[src/design/bto_pkg.sv]
// Shared types and constants for the bridge ordering link.
// Assumes both ends run on one 250 MHz clock.
package bto_pkg;

   // ----------------------------------------------------------------
   // Sizes
   // ----------------------------------------------------------------
   localparam int ADDR_W    = 32;
   localparam int DATA_W    = 32;
   localparam int BE_W      = 4;
   localparam int TAG_W     = 4;
   localparam int DIRS      = 2;
   localparam int PW_DEPTH  = 4;
   localparam int DT_DEPTH  = 4;
   localparam int BUF_DEPTH = 2;

   // ----------------------------------------------------------------
   // Timing
   // ----------------------------------------------------------------
   localparam int CLK_PERIOD_NS = 4;
   localparam int RETRY_GAP_NS  = 40;
   localparam int RETRY_GAP_CYC =
      (RETRY_GAP_NS + CLK_PERIOD_NS - 1) / CLK_PERIOD_NS;

   // ----------------------------------------------------------------
   // Types
   // ----------------------------------------------------------------
   typedef enum logic [2:0] {
      CMD_MEM_WR, CMD_MEM_WR_INV, CMD_IO_WR, CMD_CFG_WR,
      CMD_MEM_RD, CMD_IO_RD, CMD_CFG_RD
   } cmd_t;

   typedef enum logic [1:0] {CLS_POSTED, CLS_DLY_WR, CLS_DLY_RD} class_t;

   typedef enum logic [1:0] {
      ENT_FREE, ENT_QUEUED, ENT_ISSUED, ENT_DONE
   } ent_state_t;

   typedef struct packed {
      cmd_t              cmd;
      logic [ADDR_W-1:0] addr;
      logic [DATA_W-1:0] data;
      logic [BE_W-1:0]   be;
      logic [TAG_W-1:0]  tag;
   } txn_t;

   function automatic class_t cmd_class(input cmd_t c);
      case (c)
         CMD_MEM_WR, CMD_MEM_WR_INV: cmd_class = CLS_POSTED;
         CMD_IO_WR, CMD_CFG_WR:      cmd_class = CLS_DLY_WR;
         default:                    cmd_class = CLS_DLY_RD;
      endcase
   endfunction : cmd_class

endpackage : bto_pkg

[src/design/bto_link.sv]
// Link between the bridge ordering end and the bus agent end.
// Arrays are indexed by the direction of the request.
`timescale 1ns/10ps
interface bto_link;
   localparam int D = bto_pkg::DIRS;
   logic                       req_valid  [D];
   bto_pkg::txn_t              req_txn    [D];
   logic                       term_valid [D];
   logic                       term_retry [D];
   logic [bto_pkg::TAG_W-1:0]  term_tag   [D];
   logic [bto_pkg::DATA_W-1:0] term_rdata [D];
   logic                       fwd_valid  [D];
   bto_pkg::txn_t              fwd_txn    [D];
   logic                       fwd_ready  [D];
   logic                       cpl_valid  [D];
   logic [bto_pkg::TAG_W-1:0]  cpl_tag    [D];
   logic [bto_pkg::DATA_W-1:0] cpl_data   [D];

   modport bridge (
      input  req_valid, req_txn, fwd_ready, cpl_valid, cpl_tag, cpl_data,
      output term_valid, term_retry, term_tag, term_rdata,
      output fwd_valid, fwd_txn
   );
   modport agent (
      output req_valid, req_txn, fwd_ready, cpl_valid, cpl_tag, cpl_data,
      input  term_valid, term_retry, term_tag, term_rdata,
      input  fwd_valid, fwd_txn
   );
endinterface : bto_link

[src/design/bridge_order_end.sv]
// Transaction ordering engine of a two-port bridge, both directions.
// Assumes agents repeat retried requests with the same tag, cmd, addr.
`timescale 1ns/10ps
module bridge_order_end #(
   parameter int PW_DEPTH = bto_pkg::PW_DEPTH,
   parameter int DT_DEPTH = bto_pkg::DT_DEPTH
) (
   input  wire logic clock,
   input  wire logic rstn,
   bto_link.bridge   lnk,
   output logic      pw_full [bto_pkg::DIRS],
   output logic      dt_full [bto_pkg::DIRS]
);
   localparam int PEND_W = $clog2(PW_DEPTH + bto_pkg::BUF_DEPTH + 1);
   localparam int PTR_W  = (PW_DEPTH > 1) ? $clog2(PW_DEPTH) : 1;
   localparam int DIX_W  = (DT_DEPTH > 1) ? $clog2(DT_DEPTH) : 1;
   localparam int BCNT_W = $clog2(bto_pkg::BUF_DEPTH + 1);

   // Posted writes accepted but not yet taken by the far target
   logic [PEND_W-1:0] pw_pend [bto_pkg::DIRS];
   logic              pw_done [bto_pkg::DIRS];

   genvar d;
   generate
      // Each direction is a separate engine sharing only pw_pend and pw_done
      for (d = 0; d < bto_pkg::DIRS; d++) begin : g_dir
         localparam int R = bto_pkg::DIRS - 1 - d;
         bto_pkg::txn_t       pw_mem   [PW_DEPTH];
         logic [PTR_W-1:0]    pw_wr;
         logic [PTR_W-1:0]    pw_rd;
         logic [PEND_W-1:0]   pw_fill;
         bto_pkg::txn_t       dt_txn   [DT_DEPTH];
         bto_pkg::ent_state_t dt_st    [DT_DEPTH];
         logic [PEND_W-1:0]   dt_ahead [DT_DEPTH];
         logic [bto_pkg::DATA_W-1:0] dt_rdata [DT_DEPTH];
         bto_pkg::txn_t       req;
         bto_pkg::txn_t       buf_in;
         bto_pkg::txn_t       slot1;
         logic [BCNT_W-1:0]   buf_cnt;
         logic [BCNT_W-1:0]   next_buf_cnt;
         logic req_post, hit, has_free, dly_rdy, prio_pw;
         logic pw_push, dt_alloc, dt_retire, grant_pw, grant_dt;
         logic buf_room, buf_push, buf_pop;
         logic [DIX_W-1:0] hit_ix, free_ix, dly_ix;

         assign req = lnk.req_txn[d];

         // -------------------------------------------------------
         // Queue lookup
         // -------------------------------------------------------
         always_comb begin
            req_post = bto_pkg::cmd_class(req.cmd) == bto_pkg::CLS_POSTED;
            hit      = 1'b0;
            hit_ix   = '0;
            has_free = 1'b0;
            free_ix  = '0;
            dly_rdy  = 1'b0;
            dly_ix   = '0;
            for (int i = DT_DEPTH - 1; i >= 0; i--) begin
               if (dt_st[i] != bto_pkg::ENT_FREE && dt_txn[i].tag == req.tag
                   && dt_txn[i].cmd == req.cmd
                   && dt_txn[i].addr == req.addr) begin
                  hit    = 1'b1;
                  hit_ix = DIX_W'(i);
               end
               if (dt_st[i] == bto_pkg::ENT_FREE) begin
                  has_free = 1'b1;
                  free_ix  = DIX_W'(i);
               end
               // Any queued entry with no older posted write may go
               if (dt_st[i] == bto_pkg::ENT_QUEUED
                   && dt_ahead[i] == '0) begin
                  dly_rdy = 1'b1;
                  dly_ix  = DIX_W'(i);
               end
            end
         end

         // -------------------------------------------------------
         // Decisions
         // -------------------------------------------------------
         // Posted acceptance looks only at posted room
         assign pw_push = lnk.req_valid[d] && req_post
                          && pw_fill < PEND_W'(PW_DEPTH);
         assign dt_retire = lnk.req_valid[d] && !req_post && hit
                            && dt_st[hit_ix] == bto_pkg::ENT_DONE
                            && dt_ahead[hit_ix] == '0;
         assign dt_alloc = lnk.req_valid[d] && !req_post && !hit
                           && has_free;
         assign buf_room = buf_cnt != BCNT_W'(bto_pkg::BUF_DEPTH);
         assign grant_pw = buf_room && pw_fill != '0
                           && (prio_pw || !dly_rdy);
         assign grant_dt = buf_room && dly_rdy && !grant_pw;
         assign buf_push = grant_pw || grant_dt;
         assign buf_pop  = lnk.fwd_valid[d] && lnk.fwd_ready[d];
         // Each entry leaves whole with its own enables
         assign buf_in   = grant_pw ? pw_mem[pw_rd]
                                    : dt_txn[dly_ix];
         assign pw_done[d] = buf_pop && bto_pkg::cmd_class(
                             lnk.fwd_txn[d].cmd) == bto_pkg::CLS_POSTED;
         assign next_buf_cnt = buf_cnt + BCNT_W'(buf_push)
                               - BCNT_W'(buf_pop);

         // -------------------------------------------------------
         // Posted write queue
         // -------------------------------------------------------
         always_ff @(posedge clock) begin
            if (pw_push)
               pw_mem[pw_wr] <= req;
         end

         // Strict first-in first-out order
         always_ff @(posedge clock or negedge rstn) begin
            if (!rstn) begin
               pw_wr      <= '0;
               pw_rd      <= '0;
               pw_fill    <= '0;
               pw_pend[d] <= '0;
               pw_full[d] <= 1'b0;
            end else begin
               if (pw_push)
                  pw_wr <= (pw_wr == PTR_W'(PW_DEPTH - 1)) ? '0
                                                           : pw_wr + 1'b1;
               if (grant_pw)
                  pw_rd <= (pw_rd == PTR_W'(PW_DEPTH - 1)) ? '0
                                                           : pw_rd + 1'b1;
               pw_fill    <= pw_fill + PEND_W'(pw_push) - PEND_W'(grant_pw);
               pw_pend[d] <= pw_pend[d] + PEND_W'(pw_push)
                             - PEND_W'(pw_done[d]);
               pw_full[d] <= pw_fill + PEND_W'(pw_push) - PEND_W'(grant_pw)
                             == PEND_W'(PW_DEPTH);
            end
         end

         // -------------------------------------------------------
         // Delayed transaction queue
         // -------------------------------------------------------
         always_ff @(posedge clock) begin
            for (int i = 0; i < DT_DEPTH; i++) begin
               if (dt_alloc && free_ix == DIX_W'(i))
                  dt_txn[i] <= req;
            end
         end

         always_ff @(posedge clock or negedge rstn) begin
            if (!rstn) begin
               for (int i = 0; i < DT_DEPTH; i++) begin
                  dt_st[i]    <= bto_pkg::ENT_FREE;
                  dt_ahead[i] <= '0;
                  dt_rdata[i] <= '0;
               end
            end else begin
               for (int i = 0; i < DT_DEPTH; i++) begin
                  if (dt_ahead[i] != '0
                      && ((dt_st[i] == bto_pkg::ENT_QUEUED && pw_done[d])
                      || (dt_st[i] == bto_pkg::ENT_DONE && pw_done[R])))
                     dt_ahead[i] <= dt_ahead[i] - 1'b1;
                  if (dt_alloc && free_ix == DIX_W'(i)) begin
                     dt_st[i]    <= bto_pkg::ENT_QUEUED;
                     dt_ahead[i] <= pw_pend[d] - PEND_W'(pw_done[d]);
                  end
                  if (grant_dt && dly_ix == DIX_W'(i))
                     dt_st[i] <= bto_pkg::ENT_ISSUED;
                  if (lnk.cpl_valid[d] && dt_st[i] == bto_pkg::ENT_ISSUED
                      && dt_txn[i].tag == lnk.cpl_tag[d]) begin
                     dt_st[i]    <= bto_pkg::ENT_DONE;
                     dt_rdata[i] <= lnk.cpl_data[d];
                     // Read data pulls reverse posted writes; writes don't
                     dt_ahead[i] <= (bto_pkg::cmd_class(dt_txn[i].cmd)
                                     == bto_pkg::CLS_DLY_RD)
                                    ? pw_pend[R] - PEND_W'(pw_done[R])
                                    : '0;
                  end
                  if (dt_retire && hit_ix == DIX_W'(i))
                     dt_st[i] <= bto_pkg::ENT_FREE;
               end
            end
         end

         always_ff @(posedge clock or negedge rstn) begin
            if (!rstn)
               dt_full[d] <= 1'b0;
            else
               dt_full[d] <= !has_free && !dt_retire;
         end

         // -------------------------------------------------------
         // Termination answer to the initiator
         // -------------------------------------------------------
         always_ff @(posedge clock or negedge rstn) begin
            if (!rstn) begin
               lnk.term_valid[d] <= 1'b0;
               lnk.term_retry[d] <= 1'b0;
               lnk.term_tag[d]   <= '0;
               lnk.term_rdata[d] <= '0;
            end else begin
               lnk.term_valid[d] <= lnk.req_valid[d];
               // A posted write takes its place on a non-retry end; a delayed one on a repeat once its entry is done and its dt_ahead is zero
               lnk.term_retry[d] <= !(pw_push || dt_retire);
               lnk.term_tag[d]   <= req.tag;
               lnk.term_rdata[d] <= dt_rdata[hit_ix];
            end
         end

         // -------------------------------------------------------
         // Arbiter and two-entry output buffer
         // -------------------------------------------------------
         always_ff @(posedge clock or negedge rstn) begin
            if (!rstn)
               prio_pw <= 1'b1;
            else if (grant_pw)
               prio_pw <= 1'b0;
            else if (grant_dt)
               prio_pw <= 1'b1;
         end

         always_ff @(posedge clock or negedge rstn) begin
            if (!rstn) begin
               buf_cnt          <= '0;
               lnk.fwd_valid[d] <= 1'b0;
               lnk.fwd_txn[d]   <= '0;
               slot1            <= '0;
            end else begin
               buf_cnt          <= next_buf_cnt;
               lnk.fwd_valid[d] <= next_buf_cnt != '0;
               case ({buf_push, buf_pop})
                  2'b10: begin
                     if (buf_cnt == '0)
                        lnk.fwd_txn[d] <= buf_in;
                     else
                        slot1 <= buf_in;
                  end
                  2'b01: lnk.fwd_txn[d] <= slot1;
                  2'b11: begin
                     if (buf_cnt == BCNT_W'(bto_pkg::BUF_DEPTH)) begin
                        lnk.fwd_txn[d] <= slot1;
                        slot1          <= buf_in;
                     end else begin
                        lnk.fwd_txn[d] <= buf_in;
                     end
                  end
                  default: ;
               endcase
            end
         end
      end
   endgenerate
endmodule : bridge_order_end

[src/flat_wrapper.sv]
// flat-port wrapper written by rule: the top's interface ports become plain ports
module bridge_order_end_flat 
#(
   parameter int PW_DEPTH = bto_pkg::PW_DEPTH,
   parameter int DT_DEPTH = bto_pkg::DT_DEPTH
)
  (clock, rstn, pw_full, dt_full, lnk_req_valid, lnk_req_txn, lnk_fwd_ready, lnk_cpl_valid, lnk_cpl_tag, lnk_cpl_data, lnk_term_valid, lnk_term_retry, lnk_term_tag, lnk_term_rdata, lnk_fwd_valid, lnk_fwd_txn);
  bto_link lnk_i ();
  input  wire logic clock;
  input  wire logic rstn;
  output logic pw_full[bto_pkg::DIRS];
  output logic dt_full[bto_pkg::DIRS];
  input wire logic [$bits(lnk_i.req_valid)-1:0] lnk_req_valid;
  input wire logic [$bits(lnk_i.req_txn)-1:0] lnk_req_txn;
  input wire logic [$bits(lnk_i.fwd_ready)-1:0] lnk_fwd_ready;
  input wire logic [$bits(lnk_i.cpl_valid)-1:0] lnk_cpl_valid;
  input wire logic [$bits(lnk_i.cpl_tag)-1:0] lnk_cpl_tag;
  input wire logic [$bits(lnk_i.cpl_data)-1:0] lnk_cpl_data;
  output wire logic [$bits(lnk_i.term_valid)-1:0] lnk_term_valid;
  output wire logic [$bits(lnk_i.term_retry)-1:0] lnk_term_retry;
  output wire logic [$bits(lnk_i.term_tag)-1:0] lnk_term_tag;
  output wire logic [$bits(lnk_i.term_rdata)-1:0] lnk_term_rdata;
  output wire logic [$bits(lnk_i.fwd_valid)-1:0] lnk_fwd_valid;
  output wire logic [$bits(lnk_i.fwd_txn)-1:0] lnk_fwd_txn;
  assign lnk_i.req_valid = {>>{lnk_req_valid}};
  assign lnk_i.req_txn = {>>{lnk_req_txn}};
  assign lnk_i.fwd_ready = {>>{lnk_fwd_ready}};
  assign lnk_i.cpl_valid = {>>{lnk_cpl_valid}};
  assign lnk_i.cpl_tag = {>>{lnk_cpl_tag}};
  assign lnk_i.cpl_data = {>>{lnk_cpl_data}};
  assign lnk_term_valid = {>>{lnk_i.term_valid}};
  assign lnk_term_retry = {>>{lnk_i.term_retry}};
  assign lnk_term_tag = {>>{lnk_i.term_tag}};
  assign lnk_term_rdata = {>>{lnk_i.term_rdata}};
  assign lnk_fwd_valid = {>>{lnk_i.fwd_valid}};
  assign lnk_fwd_txn = {>>{lnk_i.fwd_txn}};
  bridge_order_end #(.PW_DEPTH(PW_DEPTH), .DT_DEPTH(DT_DEPTH)) u_core (.clock(clock), .rstn(rstn), .lnk(lnk_i), .pw_full(pw_full), .dt_full(dt_full));
endmodule
[config.mk]
export PLATFORM = sky130hd
export DESIGN_NAME = bridge_order_end_flat
export DESIGN_NICKNAME = d
export VERILOG_FILES = /design/src/design/bto_pkg.sv /design/src/design/bto_link.sv /design/src/design/bridge_order_end.sv /design/src/flat_wrapper.sv
export SDC_FILE = /design/constraint.sdc
export NUM_CORES = 2
export LEC_CHECK = 0
export BUFFER_PORTS_ARGS = -buffer_cell sky130_fd_sc_hd__buf_2
export CORE_MARGIN = 10
export CORE_UTILIZATION = 55
export CTS_CLUSTER_DIAMETER = 200
export CTS_CLUSTER_SIZE = 12
export DETAILED_ROUTE_END_ITERATION = 16
export HOLD_SLACK_MARGIN = 0.05
export PLACE_DENSITY = 0.69
export SYNTH_ARGS = -nofsm -noshare
export SYNTH_HDL_FRONTEND = slang
export SYNTH_SLANG_ARGS = --single-unit
[constraint.sdc]
create_clock -name clock -period 12.4 [get_ports clock]
set_input_delay 2.48 -clock clock [delete_from_list [all_inputs] [get_ports clock]]
set_output_delay 2.48 -clock clock [all_outputs]
set_load 0.02 [all_outputs]
# Yosys cells after proc, flatten, opt, wreduce, memory -nomap -nowiden
# Memories as Yosys holds them, arrays and structs flattened.
# Index checks and enable logic that the tools add are counted.
# W data, S select, Z words.
[word_totals]
inputBits = 230
register_bits = 704
n_memories = 4
ramBits = 1200
wordCells = 730
output_inout_bits = 232
[memory_table]
columns = ["memory", "words", "width", "read_ports", "rd_ports_with_merged_regs", "write_ports", "line_no", "rtl"]
rows = [
  ["u_core.g_dir[0].dt_txn", 4, 75, 5, 0, 1, "bridge_order_end.sv:32", "bto_pkg::txn_t dt_txn [DT_DEPTH];"],
  ["u_core.g_dir[0].pw_mem", 4, 75, 1, 0, 1, "bridge_order_end.sv:28", "bto_pkg::txn_t pw_mem [PW_DEPTH];"],
  ["u_core.g_dir[1].dt_txn", 4, 75, 5, 0, 1, "bridge_order_end.sv:32", ""],
  ["u_core.g_dir[1].pw_mem", 4, 75, 1, 0, 1, "bridge_order_end.sv:28", ""],
]
[op_classes]
order_cmp = 4
mux = 210
bitwise_logic = 2
n_addsub = 26
n_eq_ne = 142
reduce_logical = 272
[op_table]
columns = ["operator", "n"]
rows = [
  ["$mux W75", 16],
  ["$pmux W75 S3", 2],
  ["$reduce_or A75 Y1", 6],
  ["$pmux W75 S2", 2],
  ["$eq A32 B32 Y1", 8],
  ["$mux W2", 78],
  ["$bmux W32 S2", 2],
  ["$mux W32", 4],
  ["$logic_and A1 B1 Y1", 126],
  ["$mux W3", 36],
  ["$eq A2 B2 Y1 const B", 48],
  ["$eq A3 B2 Y1 const B", 24],
  ["$logic_not A3 Y1", 22],
  ["$eq A4 B4 Y1", 16],
  ["$reduce_bool A3 Y1", 20],
  ["$mux W1", 54],
  ["$pmux W2 S2", 12],
  ["$reduce_or A2 Y1", 24],
  ["$logic_not A2 Y1", 20],
  ["$eq A3 B1 Y1 const B", 12],
  ["$eq A2 B1 Y1 const B", 16],
  ["$reduce_bool A4 Y1", 8],
  ["$reduce_bool A2 Y1", 14],
  ["$eq A3 B3 Y1", 8],
  ["18 further kinds", 78],
]

# Logic depth before layout (Yosys ltp)
[logic_depth]
depth_word = 18
depth_mapped = 13
ltp_nobuf = 12

# Least setup slack after synthesis
# Ideal clock, no wire load.
[synth_path]
path_type = "input-to-reg"
from = "input port lnk_req_txn[145]"
to = "register u_core.g_dir[0].dt_ahead[6] (netlist bit)"
path_buffers = 2
setup_time_ns = 0.402
slack_ns = 2.752
cell_stages = 9
arrival_ns = 9.247
t_required_ns = 11.998
cell_sequence = "buf_2 > xor2_1 > nor4_1 > nand4_1 > or3_1 > buf_6 > nand4b_2 > nor3_1 > a311oi_1"
[synth_via]
elab_chain_cells = 12
[synth_rtl]
columns = ["item", "line_no", "rtl"]
rows = [
  ["from (decl)", "flat_wrapper.sv:14", "input wire logic [$bits(lnk_i.req_txn)-1:0] lnk_req_txn;"],
  ["$eq A32 B32 Y1", "bridge_order_end.sv:62", "&& dt_txn[i].addr == req.addr) begin"],
  ["$logic_and A1 B1 Y1", "bridge_order_end.sv:62", ""],
  ["$mux W1 (3 in series)", "bridge_order_end.sv:60", "if (dt_st[i] != bto_pkg::ENT_FREE && dt_txn[i].tag == req.tag"],
  ["$mux W1 (*)", "bridge_order_end.sv:60", ""],
  ["$logic_not A1 Y1 (*)", "bridge_order_end.sv:88", "assign dt_alloc = lnk.req_valid[d] && !req_post && !hit"],
  ["$logic_and A1 B1 Y1 (*)", "bridge_order_end.sv:88", ""],
  ["$logic_and A1 B1 Y1 (*)", "bridge_order_end.sv:89", "&& has_free;"],
  ["$logic_and A1 B1 Y1 (*)", "bridge_order_end.sv:158", "if (dt_alloc && free_ix == DIX_W'(i)) begin"],
  ["$mux W3", "bridge_order_end.sv:158", ""],
  ["$mux W3", "bridge_order_end.sv:164", "if (lnk.cpl_valid[d] && dt_st[i] == bto_pkg::ENT_ISSUED"],
  ["to (signal, indexed assignment)", "bridge_order_end.sv:157", "dt_ahead[i] <= dt_ahead[i] - 1'b1;"],
  ["to (signal, indexed assignment)", "bridge_order_end.sv:160", "dt_ahead[i] <= pw_pend[d] - PEND_W'(pw_done[d]);"],
  ["to (signal, indexed assignment)", "bridge_order_end.sv:169", "dt_ahead[i] <= (bto_pkg::cmd_class(dt_txn[i].cmd)"],
  ["to (decl)", "bridge_order_end.sv:34", "logic [PEND_W-1:0] dt_ahead [DT_DEPTH];"],
]
# Mark *: on every way between the ends. The rest lies on a longest branch, timed or not.
# A chain may end at the register's enable or synchronous reset.

# Worst setup path after layout
[layout_path]
from = "input port lnk_req_txn[74]"
to = "memory u_core.g_dir[1].dt_txn[3][24] (netlist bit) (enable)"
[layout_via]
elab_chain_cells = 17
[layout_rtl]
columns = ["item", "line_no", "rtl"]
rows = [
  ["$eq A3 B3 Y1", "bridge_order_end.sv:61", "&& dt_txn[i].cmd == req.cmd"],
  ["$logic_and A1 B1 Y1", "bridge_order_end.sv:61", ""],
  ["$logic_and A1 B1 Y1", "bridge_order_end.sv:62", ""],
  ["$mux W1 (4 in series)", "bridge_order_end.sv:60", ""],
  ["$logic_not A1 Y1", "bridge_order_end.sv:88", ""],
  ["$logic_and A1 B1 Y1 (*)", "bridge_order_end.sv:88", ""],
  ["$logic_and A1 B1 Y1 (*)", "bridge_order_end.sv:89", ""],
  ["$logic_and A1 B1 Y1", "bridge_order_end.sv:140", "if (dt_alloc && free_ix == DIX_W'(i))"],
  ["$mux W1", "bridge_order_end.sv:140", ""],
  ["$mux W1 (implied by the code)", "bridge_order_end.sv:141", "dt_txn[i] <= req;"],
  ["$reduce_or A75 Y1 (no source line)", "--", ""],
  ["$mux W2 (no source line) or $mux W1 (tied branches) (3 in series)", "--", ""],
  ["to (decl)", "bridge_order_end.sv:32", ""],
]
# Marks and branches as above.

==> flow_summary.json <==
{
  "grt_pass1_vias": 48766,
  "slew_headroom": 0.181,
  "syn-num-nets": 5557,
  "r2r_setup_slack_ns": 7.06,
  "status": "completed",
  "end_kind": "flop",
  "max_freq_ghz": 0.167,
  "routedWlPerCell_um": 27.7,
  "antenna_found_initial": 65,
  "hold_path_class": "flop to flop",
  "clk_latency_ns": 0.83,
  "timing.rr.end": "u_core.lnk.fwd_txn[24]",
  "ctsHoldBuffers": 0,
  "finalCritPeriodShare": 0.483,
  "cts_buffers": 176,
  "initial_core_util": 0.554,
  "grt-ovfl-total": 0,
  "cap_violations": 0,
  "post_cts_buffers": 0,
  "drtIter0Drc": 5894,
  "cp_data_required_time_ns": 12.87,
  "grt_pass1_wl_mm": 318,
  "syn2layout_area_growth_pct": 11.8,
  "cts.sinks": 1904,
  "dieHeight_um": 398,
  "syn_avg_cell_area_um2": 14.9,
  "synth_edf_count": 1200,
  "r2r-start": "u_core.g_dir[1].dt_ahead[9]",
  "synth_seq_area_share": 0.683,
  "root_buffer": "clkbuf_16",
  "setup_violations": 0,
  "coreArea_um2": 142000,
  "power_density_nw_per_um2": 226,
  "critPathMaxFanout": 41,
  "reg2reg_depth": 13,
  "ys_ff_latch": 1904,
  "rsz0062_at_grt": "false",
  "num_rows": 138,
  "clockBufferDepth": 3,
  "grt_max_degree": 153,
  "drive_gt1_frac": 0.211,
  "ys.flop_type": "edfxtp_1",
  "track_usage": 0.263,
  "htreeDepth": 4,
  "syn_inst": 5280,
  "postLayoutCellArea_um2": 87800,
  "crit_arrival_ns": 6.45,
  "first_pass_iters": 9,
  "vias_per_cell": 6.35,
  "dieArea_um2": 158000,
  "place_area_um2": 82500,
  "tns_ns": 0,
  "clock_skew_ns": 0.0454,
  "drc": 0,
  "endpoint": "u_core.g_dir[1].dt_txn[3][24]",
  "num_vias": 48795,
  "cellLeakagePower_nw": 32.9,
  "synth_cell_type_count": 87,
  "drv_slew": 0,
  "cts_tree": "yes",
  "nNetsFinal": 5908,
  "dp_hpwl_mm": 130,
  "cts.reportedPaths.clkPinSlew_ns": 0.07,
  "wl_mm": 213,
  "yosysWarnings": 0,
  "crit_path_start_kind": "input pin",
  "cts_resized": 0,
  "die_w_um": 398,
  "worstSetupPathType": "input pin to flop",
  "syn_area_um2": 78600,
  "hold_viol": 0,
  "fin_crit_ns": 5.98,
  "drtAntennaViolNets": 0,
  "worst_pin_slew_ns": 1.23,
  "boundaryPins": 462,
  "max-vdd-ir-drop_mv": 0.307,
  "synthArstFlopShare": 0.370,
  "cp-startpoint": "lnk_req_txn[74]",
  "portBuffers": 461,
  "gp_congestion": 0.966
}
## layout by cell type, fill, tap and decap left out, drive strengths merged, types with 8 or more instances in the layout
cell type	instances
a21oi	184
a221o	150
a222oi	212
a31oi	165
and2	16
and3	10
and4bb	8
buf	531
clkbuf	303
clkinv	9
dfrtp	702
diode	30
edfxtp	1200
ha	43
inv	72
mux2	311
mux2i	22
mux4	150
nand2	629
nand3	20
nand4	70
nor2	201
nor2b	14
nor3	44
nor4	54
o21ai	168
or3	12
xnor2	225
xor2	140
## logic make-up after synthesis
kind of cell               synth area share
DFF                                   0.683
and+or+nand+nor                      0.0639
AOI/OAI and AO/OA                    0.0880
muxes                                0.0923
buffers and inverters                0.0236
xor gates and xnor gates             0.0416
adders and majority gates           0.00786
## Yosys cell counts (all sizes together) (16+ instances only)
cell type  number  area [um2]
and2           16         100
edfxtp       1200       36000
nand2         629        2360
ha             43         538
a31oi         165        1030
nor3           44         240
nor4           54         374
o21ai         168         845
dfrtp         702       17600
mux2          311        3660
inv            70         263
nor2          201         759
a221o         150        1500
a21oi         184         921
nand4          70         438
xnor2         225        2050
clkbuf        242         910
nand3          20         100
mux4          150        3380
a222oi        212        2120
buf           116         678
mux2i          22         220
xor2          140        1230
## how the worst min path moves through the flow
stage	slack, ns	depth (start not counted)	from	end
finish	0.46	2	u_core.g_dir[1].dt_rdata[115]	u_core.lnk.term_rdata[19]
global route	0.49	2	u_core.g_dir[0].dt_rdata[99]	u_core.g_dir[0].dt_rdata[99]
CTS	0.46	2	u_core.g_dir[1].dt_rdata[115]	u_core.lnk.term_rdata[19]
detailed placement	0.45	2	u_core.g_dir[1].dt_rdata[104]	u_core.lnk.term_rdata[8]
global placement	0.45	2	u_core.g_dir[1].dt_rdata[126]	u_core.lnk.term_rdata[30]
floorplan	0.44	2	u_core.g_dir[0].dt_rdata[100]	u_core.g_dir[0].dt_rdata[100]
## routing by layer
layer / routed length, um / share of wire / track usage
met1: 82300 / 0.39 / 0.353
met2: 103000 / 0.49 / 0.425
met3: 20000 / 0.094 / 0.0590
met4: 6640 / 0.031 / 0.0918
met5: 392 / 0.0018 / 0
## power breakdown
group	leakage, nW	switching, mW	total, mW	internal [mW]
combinational	11.1	3.61	6.15	2.54
clock	2.48	2.33	5.08	2.75
sequential	19.3	0.786	8.62	7.83
total	32.9	6.72	19.8	13.1
## area by class of cell
| cell class | count | area [um2] |
|---|---|---|
| Tap cell | 1890 | 2360 |
| Fill cell | 10451 | 53900 |
| Antenna cell | 30 | 75.1 |
| Timing Repair Buffer | 531 | 2890 |
| Multi-Input combinational cell | 2947 | 23300 |
| Sequential cell | 1904 | 53700 |
| Clock inverter | 11 | 267 |
| Clock buffer | 303 | 4970 |
| Inverter | 71 | 272 |
## registers in the layout (all words and copies together), names as in the netlist, 6 cells and up
signal / flops
u_core.g_dir.pw_mem: 600
u_core.g_dir.dt_txn: 600
u_core.g_dir.dt_st: 16
u_core.lnk.term_tag: 8
u_core.g_dir.dt_rdata: 256
u_core.g_dir.dt_ahead: 24
u_core.pw_pend: 6
u_core.g_dir.slot1: 150
u_core.g_dir.pw_fill: 6
u_core.lnk.term_rdata: 64
u_core.lnk.fwd_txn: 150
## worst max-delay path: stages
cell	delay, ns
buf_2	0.37
xnor2_1	0.20
nand2_1	0.08
nor4_1	0.73
nand3_1	0.46
and3_1	0.37
nand3_1	0.30
clkinv_2	0.78
buf_4	0.61
## stage by stage
stage	utilization	power [mW]	hold WS (ns)	cells	setup slack, ns
4_1_cts	0.619	19.9	0.461	7657	6.53
2_1_floorplan	-	12.8	0.439	5280	2.75
3_5_place_dp	0.582	14.9	0.450	7343	5.71
6_report	0.620	19.8	0.458	7687	6.42
3_3_place_gp	0.582	14.7	0.448	7343	5.76
5_1_grt	0.619	20.8	0.486	7677	6.27
(Power assumes the default switching activity.)
